**config.mk**
```make
export PLATFORM = sky130hd
export DESIGN_NAME = internal_osc_clock_suspend
export DESIGN_NICKNAME = d
export VERILOG_FILES = /design/src/common/osc_clock_pkg.sv /design/src/rtl/sysclk_divider.sv /design/src/rtl/internal_osc_clock_suspend.sv
export SDC_FILE = /design/constraint.sdc
export NUM_CORES = 1
export LEC_CHECK = 0
export ABC_AREA = 1
export BUFFER_PORTS_ARGS = -buffer_cell sky130_fd_sc_hd__buf_4
export CAP_MARGIN = 10
export CORE_UTILIZATION = 39
export CTS_CLUSTER_DIAMETER = 60
export DETAILED_ROUTE_END_ITERATION = 16
export HOLD_SLACK_MARGIN = 0.03
export PLACE_DENSITY = 0.7
export SKIP_LAST_GASP = 1
export SYNTH_ARGS = -nofsm -noshare
export SYNTH_HDL_FRONTEND = slang
export SYNTH_SLANG_ARGS = --single-unit
```
**constraint.sdc**
```tcl
create_clock -name clk -period 1.09 [get_ports clk]
set_input_delay 0.0545 -clock clk [delete_from_list [all_inputs] [get_ports clk]]
set_output_delay 0.0545 -clock clk [all_outputs]
set_load 0.02 [all_outputs]
```
**src/common/osc_clock_pkg.sv**
```systemverilog
package osc_clock_pkg;

  // clock divide select: code n divides the oscillator by 2**n
  localparam int          DIV_SEL_WIDTH     = 3;
  localparam logic [2:0]  DIV_SEL_RESET     = 3'h7;
  localparam int          DIV_COUNT_WIDTH   = 7;

  // trim fields; reset values stand for the factory calibration to the base frequency
  localparam int          TRIM_WIDTH        = 8;
  localparam logic [7:0]  COARSE_TRIM_RESET = 8'h40;
  localparam logic [7:0]  FINE_TRIM_RESET   = 8'h10;
  localparam int          BASE_FREQ_MHZ     = 24;

  // system clock source
  localparam logic        SRC_INTERNAL      = 1'b0;
  localparam logic        SRC_EXTERNAL      = 1'b1;

  // number of port match inputs that can wake the oscillator
  localparam int          PORT_MATCH_COUNT  = 4;

  typedef enum logic [2:0] {
    ST_RUN     = 3'b001,
    ST_SUSPEND = 3'b010,
    ST_WAKE    = 3'b100
  } osc_state_t;

  // low-bit mask for divide code n: 2**n - 1
  function automatic logic [6:0] divMask(input logic [2:0] sel);
    logic [6:0] m;
    m = 7'h00;
    for (int i = 0; i < 7; i++) begin
      if (i < int'(sel)) begin
        m[i] = 1'b1;
      end
    end
    return m;
  endfunction : divMask

endpackage : osc_clock_pkg

```
**src/rtl/sysclk_divider.sv**
```systemverilog
`timescale 1ns/1ps
module sysclk_divider
  import osc_clock_pkg::*;
#(
  parameter int COUNT_WIDTH = DIV_COUNT_WIDTH
) (
  // clock and reset
  input  wire logic                     clk,
  input  wire logic                     reset_n,
  // control
  input  wire logic                     oscRun,
  input  wire logic [DIV_SEL_WIDTH-1:0] divSel,
  // divided clock as a one-cycle tick
  output logic                          sysClkTick
);

  logic [COUNT_WIDTH-1:0] count_reg;
  logic [COUNT_WIDTH-1:0] mask;

  assign mask = COUNT_WIDTH'(divMask(divSel));

  // counter freezes while the oscillator is halted; the tick is gated by oscRun, so only a tick registered before suspend shows, in its first cycle
  always_ff @(posedge clk or negedge reset_n) begin
    if (!reset_n) begin
      count_reg <= '0;
    end else if (oscRun) begin
      count_reg <= count_reg + COUNT_WIDTH'(1);
    end
  end

  always_ff @(posedge clk or negedge reset_n) begin
    if (!reset_n) begin
      sysClkTick <= 1'b0;
    end else begin
      sysClkTick <= oscRun && ((count_reg & mask) == mask);
    end
  end

endmodule : sysclk_divider

```
**src/rtl/internal_osc_clock_suspend.sv**
```systemverilog
`timescale 1ns/1ps
// Function
// after any reset the system clock source is the internal oscillator.
// the system clock is the oscillator divided by 1, 2, 4, 8, 16, 32, 64 or 128 per the divide select.
// the divide select resets to divide by 128.
// coarse and fine trim settings adjust the oscillator and reset to the base-frequency calibration.
// writing a one to the suspend bit halts the oscillator.
// while suspended with the internal source, core and peripheral clocks are gated off.
// a wake event is any port 0 to 3 match or comparator 0 enabled with a low output.
// a wake event restarts oscillator, core and peripherals whether or not it interrupts.
// after waking the core continues at the instruction after the suspend write.
// the suspend bit clears itself when the wake event restarts the oscillator.
module internal_osc_clock_suspend
  import osc_clock_pkg::*;
(
  // clock and reset
  input  wire logic                        clk,
  input  wire logic                        reset_n,
  // clock divide select write
  input  wire logic                        divSelWrite,
  input  wire logic [DIV_SEL_WIDTH-1:0]    divSelData,
  // trim writes
  input  wire logic                        coarseTrimWrite,
  input  wire logic [TRIM_WIDTH-1:0]       coarseTrimData,
  input  wire logic                        fineTrimWrite,
  input  wire logic [TRIM_WIDTH-1:0]       fineTrimData,
  // clock source select write
  input  wire logic                        sourceWrite,
  input  wire logic                        sourceData,
  // suspend bit write
  input  wire logic                        suspendWrite,
  input  wire logic                        suspendData,
  // wake sources
  input  wire logic [PORT_MATCH_COUNT-1:0] portMatch,
  input  wire logic                        cmp0Enable,
  input  wire logic                        cmp0Out,
  // readback
  output logic [DIV_SEL_WIDTH-1:0]         clock_divide_select,
  output logic [TRIM_WIDTH-1:0]            osc_coarse_trim,
  output logic [TRIM_WIDTH-1:0]            osc_fine_trim,
  output logic                             clockSource,
  output logic                             suspendBit,
  // clock control
  output logic                             oscEnable,
  output logic                             coreClkEnable,
  output logic                             periphClkEnable,
  output logic                             sysClkTick,
  output logic                             coreResume
);

  osc_state_t state_reg;
  osc_state_t state_next;
  logic       wakeEvent;
  logic       gateOff;

  assign wakeEvent = (|portMatch) || (cmp0Enable && !cmp0Out);

  always_ff @(posedge clk or negedge reset_n) begin
    if (!reset_n) begin
      clock_divide_select <= DIV_SEL_RESET;
    end else if (divSelWrite) begin
      clock_divide_select <= divSelData;
    end
  end

  always_ff @(posedge clk or negedge reset_n) begin
    if (!reset_n) begin
      osc_coarse_trim <= COARSE_TRIM_RESET;
      osc_fine_trim   <= FINE_TRIM_RESET;
    end else begin
      if (coarseTrimWrite) begin
        osc_coarse_trim <= coarseTrimData;
      end
      if (fineTrimWrite) begin
        osc_fine_trim <= fineTrimData;
      end
    end
  end

  always_ff @(posedge clk or negedge reset_n) begin
    if (!reset_n) begin
      clockSource <= SRC_INTERNAL;
    end else if (sourceWrite) begin
      clockSource <= sourceData;
    end
  end

  // a wake already present at the suspend write still suspends for one cycle, then wakes
  always_comb begin
    state_next = state_reg;
    case (state_reg)
      ST_RUN: begin
        if (suspendWrite && suspendData) begin
          state_next = ST_SUSPEND;
        end
      end
      ST_SUSPEND: begin
        if (wakeEvent) begin
          state_next = ST_WAKE;
        end
      end
      ST_WAKE: begin
        state_next = ST_RUN;
      end
      default: begin
        state_next = ST_RUN;
      end
    endcase
  end

  always_ff @(posedge clk or negedge reset_n) begin
    if (!reset_n) begin
      state_reg <= ST_RUN;
    end else begin
      state_reg <= state_next;
    end
  end

  always_ff @(posedge clk or negedge reset_n) begin
    if (!reset_n) begin
      suspendBit <= 1'b0;
    end else if (state_next == ST_WAKE) begin
      suspendBit <= 1'b0;
    end else if (state_reg == ST_RUN && suspendWrite) begin
      suspendBit <= suspendData;
    end
  end

  // one-cycle release to the core; it resumes after the suspending write
  always_ff @(posedge clk or negedge reset_n) begin
    if (!reset_n) begin
      coreResume <= 1'b0;
    end else begin
      coreResume <= (state_reg == ST_SUSPEND) && wakeEvent;
    end
  end

  assign oscEnable       = (state_reg != ST_SUSPEND);
  // an external source keeps clocking the core even with the oscillator halted
  assign gateOff         = (state_reg == ST_SUSPEND) && (clockSource == SRC_INTERNAL);
  assign coreClkEnable   = !gateOff;
  assign periphClkEnable = !gateOff;

  sysclk_divider #(
    .COUNT_WIDTH (DIV_COUNT_WIDTH)
  ) divider (
    .clk        (clk),
    .reset_n    (reset_n),
    .oscRun     (oscEnable),
    .divSel     (clock_divide_select),
    .sysClkTick (sysClkTick)
  );

  // helper flags: has the divide select, either trim field or the clock source been written since reset
  logic divWritten_reg;
  logic trimWritten_reg;
  logic srcWritten_reg;

  always_ff @(posedge clk or negedge reset_n) begin
    if (!reset_n) begin
      divWritten_reg  <= 1'b0;
      trimWritten_reg <= 1'b0;
      srcWritten_reg  <= 1'b0;
    end else begin
      divWritten_reg  <= divWritten_reg || divSelWrite;
      trimWritten_reg <= trimWritten_reg || coarseTrimWrite || fineTrimWrite;
      srcWritten_reg  <= srcWritten_reg || sourceWrite;
    end
  end

  a_reset_div_128: assert property (
    @(posedge clk) disable iff (!reset_n)
    !divWritten_reg |-> clock_divide_select == 3'h7
  ) else $error("divide select left its reset value without a write");

  a_reset_trim_value: assert property (
    @(posedge clk) disable iff (!reset_n)
    !trimWritten_reg |-> (osc_coarse_trim == COARSE_TRIM_RESET && osc_fine_trim == FINE_TRIM_RESET)
  ) else $error("trim left its calibrated reset value without a write");

  a_reset_source_internal: assert property (
    @(posedge clk) disable iff (!reset_n)
    !srcWritten_reg |-> clockSource == SRC_INTERNAL
  ) else $error("clock source is not internal after reset");

  a_suspend_halts_osc: assert property (
    @(posedge clk) disable iff (!reset_n)
    (state_reg == ST_RUN && suspendWrite && suspendData) |=> !oscEnable && suspendBit
  ) else $error("suspend write did not halt the oscillator");

  a_core_clock_gated: assert property (
    @(posedge clk) disable iff (!reset_n)
    (!oscEnable && clockSource == SRC_INTERNAL) |-> !coreClkEnable && !periphClkEnable
  ) else $error("core or peripheral clock running while suspended");

  a_wake_restarts_osc: assert property (
    @(posedge clk) disable iff (!reset_n)
    (!oscEnable && ((|portMatch) || (cmp0Enable && !cmp0Out))) |=> oscEnable && coreClkEnable ##1 oscEnable
  ) else $error("wake event did not restart the oscillator");

  a_no_wake_stays: assert property (
    @(posedge clk) disable iff (!reset_n)
    (!oscEnable && portMatch == 4'h0 && !(cmp0Enable && !cmp0Out)) |=> !oscEnable && !coreResume
  ) else $error("oscillator restarted without a wake event");

  a_resume_after_wake: assert property (
    @(posedge clk) disable iff (!reset_n)
    $rose(oscEnable) |-> coreResume && !$past(oscEnable)
  ) else $error("core not released when the oscillator restarted");

  a_suspend_self_clear: assert property (
    @(posedge clk) disable iff (!reset_n)
    $rose(oscEnable) |-> !suspendBit
  ) else $error("suspend bit still set after wake");

  a_tick_div_one: assert property (
    @(posedge clk) disable iff (!reset_n)
    (clock_divide_select == 3'h0 && oscEnable) ##1 (clock_divide_select == 3'h0) |-> sysClkTick
  ) else $error("divide by one did not tick every cycle");

  c_suspend_entry: cover property (@(posedge clk) disable iff (!reset_n) $fell(oscEnable));
  c_port_wake: cover property (@(posedge clk) disable iff (!reset_n) !oscEnable && (|portMatch) ##1 coreResume);
  c_cmp_wake: cover property (@(posedge clk) disable iff (!reset_n) !oscEnable && cmp0Enable && !cmp0Out);
  c_external_suspend: cover property (@(posedge clk) disable iff (!reset_n) !oscEnable && coreClkEnable);

endmodule : internal_osc_clock_suspend

```
==> summary.md <==
| Metric | Value |
|---|---|
| # diodes | 0 |
| CTS buffer count | 5 |
| Combinational power share | 0.332 |
| Fraction of final layout cells sized beyond drive strength 1 | 0.471 |
| Syn Nets | 163 |
| Root Driver | clkbuf_4 |
| Crit. Startpoint | state_reg[0] |
| Yosys warns | 0 |
| Internal power | 2.28 mW |
| Max stage delay on crit path | 0.54 ns |
| First-pass DRT Iterations | 4 |
| Psw | 1.15 mW |
| Grt ovf | 0 |
| Worst slew margin | 0.729 |
| Vias in the first global route | 1,138 |
| CP Buf/Inv Count | 3 |
| Seq pwr share | 0.484 |
| Setup violators final | 11 |
| I/O Buffers | 59 |
| Nets | around 260 |
| Final worst setup slack | -0.182 ns |
| # fillers | ~240 |
| Clk pwr share | 0.184 |
| Fin crit period | ~1.3 ns |
| CTS sink cnt | 33 |
| Dpl cell area | 1890 sq um |
| CP top delay family | flip-flops |
| P&R area growth vs syn | 65.3% |
| Violated checks | negative setup slack |
| Hold Crit Class | input pin to flip-flop |
| Avg Inst Size Synth | between 10 and 15 sq um |
| FMAX | 0.786 GHz |
| Max-cap violations | 0 |
| FP Rows | 21 |
| Routability cong. | 0.810 |
| Setup WS pre-CTS | -0.0512 ns |
| Detail Route Antenna Nets | 0 |
| Final Hold Vio Count | 0 |
| Post-Syn Area | 1400 sq um |
| Estimated wirelength of the detail-placed design | a little under 2 mm |
| CP startpoint kind | flip-flop |
| Final core utilization | 0.682 |
| Power per cell area | 1480 nW/um^2 |
| Vias | 1,212 |
| Number of synthesized register bits | 33 |
| Initial drt markers | 25 |
| CTS tree | yes |
| Area of the multi-input gates | approximately 510 sq um |
| Sw Share | 0.335 |
| Initial antenna violation count | 0 |
| Worst-path clk slew | 0.10 ns |
| GR Util All Layers | 0.173 |
| Pin count of the biggest net entering global routing | 34 |
| Most frequent cells in the layout | buf_4 (56), nand2_1 (28), dfrtp_1 (27), dlygate4sd3_1 (27), mux2_2 (18) |
| Cells after synthesis | 128 |
| Setup TNS | -1.31 ns |
| Routed wire length | approximately 3.2 mm |
| Seq/Total Area, Yosys | 0.596 |
| Global-route wire length before repair | 4.60 mm |
| Most common cell after layout, fill and taps aside | buf_4 |
| WL/cell | approximately 12 um |
| RSZ-0062 raised after global routing | true |
| H-tree Lvls | 2 |
| Crit path max fanout | 6 |
| Crit. End Element | flip-flop |
| Worst Skew | 0.0102 ns |
| FF-to-FF Start | state_reg[0] |
| Period utilization | 1.17 |
| Slew Limit Fails | 0 |
| Drc violations | 0 |
| Leakage power | 1.16 nW |
| Core Region | about 3400 sq um |
| Die Y | 61.9 um |
| Design area | between 2000 and 2500 sq um |
| Status | complete, but fails checks |
| Min-delay src | suspendWrite |
| Arrival @ worst endpoint | 1.55 ns |
| Io pins | 60 |
| Most frequent cell on the critical path | nand2_1 |
| Die Span X | 61.9 um |
| Crit-path slowest cell | dfstp_2 |
| Die area | 3830 sq um |
| Via/cell ratio | 4.47 |
| Initial Util | 0.413 |
| IR Drop Worst-Case VDD | 0.853 mV |
| Clock Latency Late Sink | ~0.33 ns |
| CP cell instances | inv_2 > nand3_4 > buf_4 > buf_6 > nand2_1 > nor2_2 > nand3_1 > nand2_1 |
| Max Root-Sink Buffers | 2 |
| Slew @ Worst Pin | a little over 0.4 ns |
| Required time worst endpoint | 1.37 ns |
| Critical path class | flip-flop to flip-flop |
| Number of library cell types mapped by synthesis | 20 |
| FF/Latch Area | 833 sq um |
-- logic make-up (layout without fill, tap and decap cells) --
| family | count (synthesis) | after routing | synth area share |
|---|---|---|---|
| AND/OR/NAND/NOR | 45 | 45 | 0.135 |
| flip-flops | 33 | 33 | 0.596 |
| buffers and inverters | 19 | 116 | 0.0608 |
| multiplexers | 18 | 18 | 0.145 |
| AO/OA/AOI/OAI | 9 | 9 | 0.0358 |
| XOR/XNOR | 3 | 3 | 0.0188 |
| adder cells (fa/ha/maj) | 1 | 1 | 0.00894 |
-- synth_stat cells --
cell | n | area [sq um]
a21boi_0 | 1 | 7.51
a21oi_1 | 3 | 15.0
buf_2 | 2 | 10.0
buf_4 | 1 | 7.51
buf_6 | 1 | 11.3
dfrtp_1 | 27 | 676
dfstp_2 | 6 | 158
ha_1 | 1 | 12.5
inv_1 | 15 | 56.3
mux2_2 | 18 | 203
nand2_1 | 30 | 113
nand3_1 | 4 | 20.0
nand3_2 | 1 | 10.0
nand4_1 | 1 | 6.26
nor2_1 | 6 | 22.5
nor2_2 | 2 | 12.5
nor3_1 | 1 | 5.00
o211ai_1 | 1 | 7.51
o21ai_0 | 4 | 20.0
xor2_1 | 3 | 26.3
-- final timing paths --
| path | cells after the start | to | slack (ns) |
|---|---|---|---|
| worst max-delay path | 8 | divider.count_reg[5] | -0.18 |
| worst min-delay path | 5 | suspendBit | 0.1 |
| worst max register to register | 8 | divider.count_reg[5] | -0.18 |
| worst min register to register | 1 | osc_fine_trim[6] | 0.51 |
| max in group asynchronous | 2 | osc_coarse_trim[6] | 0.56 |
| min in group asynchronous | 2 | divider.count_reg[5] | 0.19 |
-- per-stage QoR --
step	hold WS (ns)	instances	total power [mW]
after detailed placement	0.0173	230	2.69
after floorplan	-0.241	128	2.30
after global placement	0.0102	230	2.65
after global routing	0.0964	271	3.70
after CTS	0.0312	270	3.45
final	0.0955	271	3.43
-- metal layers --
metal / vias up / part of all wire / global-route usage / wire (um)
met5: - / 0 / 0 / 0
met4: 0 / 0.015 / 0.0667 / 46
met1: 546 / 0.43 / 0.181 / 1360
met2: 62 / 0.47 / 0.307 / 1490
li1: 598 / - / - / -
met3: 6 / 0.081 / 0.0725 / 255
-- worst min-delay path: cells and delay by family --
family	cells	cell delay, ns
simple gates	4	0.24
buf+inv	1	0.11
-- power groups by stage --
stage | logic (mW) | clock network [mW] | registers (mW)
5_1_grt | 1.27 | 0.733 | 1.69
6_report | 1.14 | 0.633 | 1.66
4_1_cts | 1.13 | 0.675 | 1.65
3_5_place_dp | 1.01 | 0 | 1.68
2_1_floorplan | 0.537 | 0 | 1.76
3_3_place_gp | 0.982 | 0 | 1.67
-- final cells by class --
type,instances,share of cell area
sequential,33,0.360
clock inverter,2,0.00433
timing repair buffer,93,0.347
multi-input combinational,76,0.220
tap,46,0.0249
inverter,15,0.0254
clock buffer,6,0.0179
-- timing repair --
action / CTS / global route
gates resized for setup: 11 / 7
endpoints found under the hold margin: 56 / 0
hold buffers: 27 / 0
pin swaps: 1 / 3
buffers inserted: 5 / 2
setup endpoints to repair: 12 / 20
No activity file was read; power rests on OpenSTA's default activity.
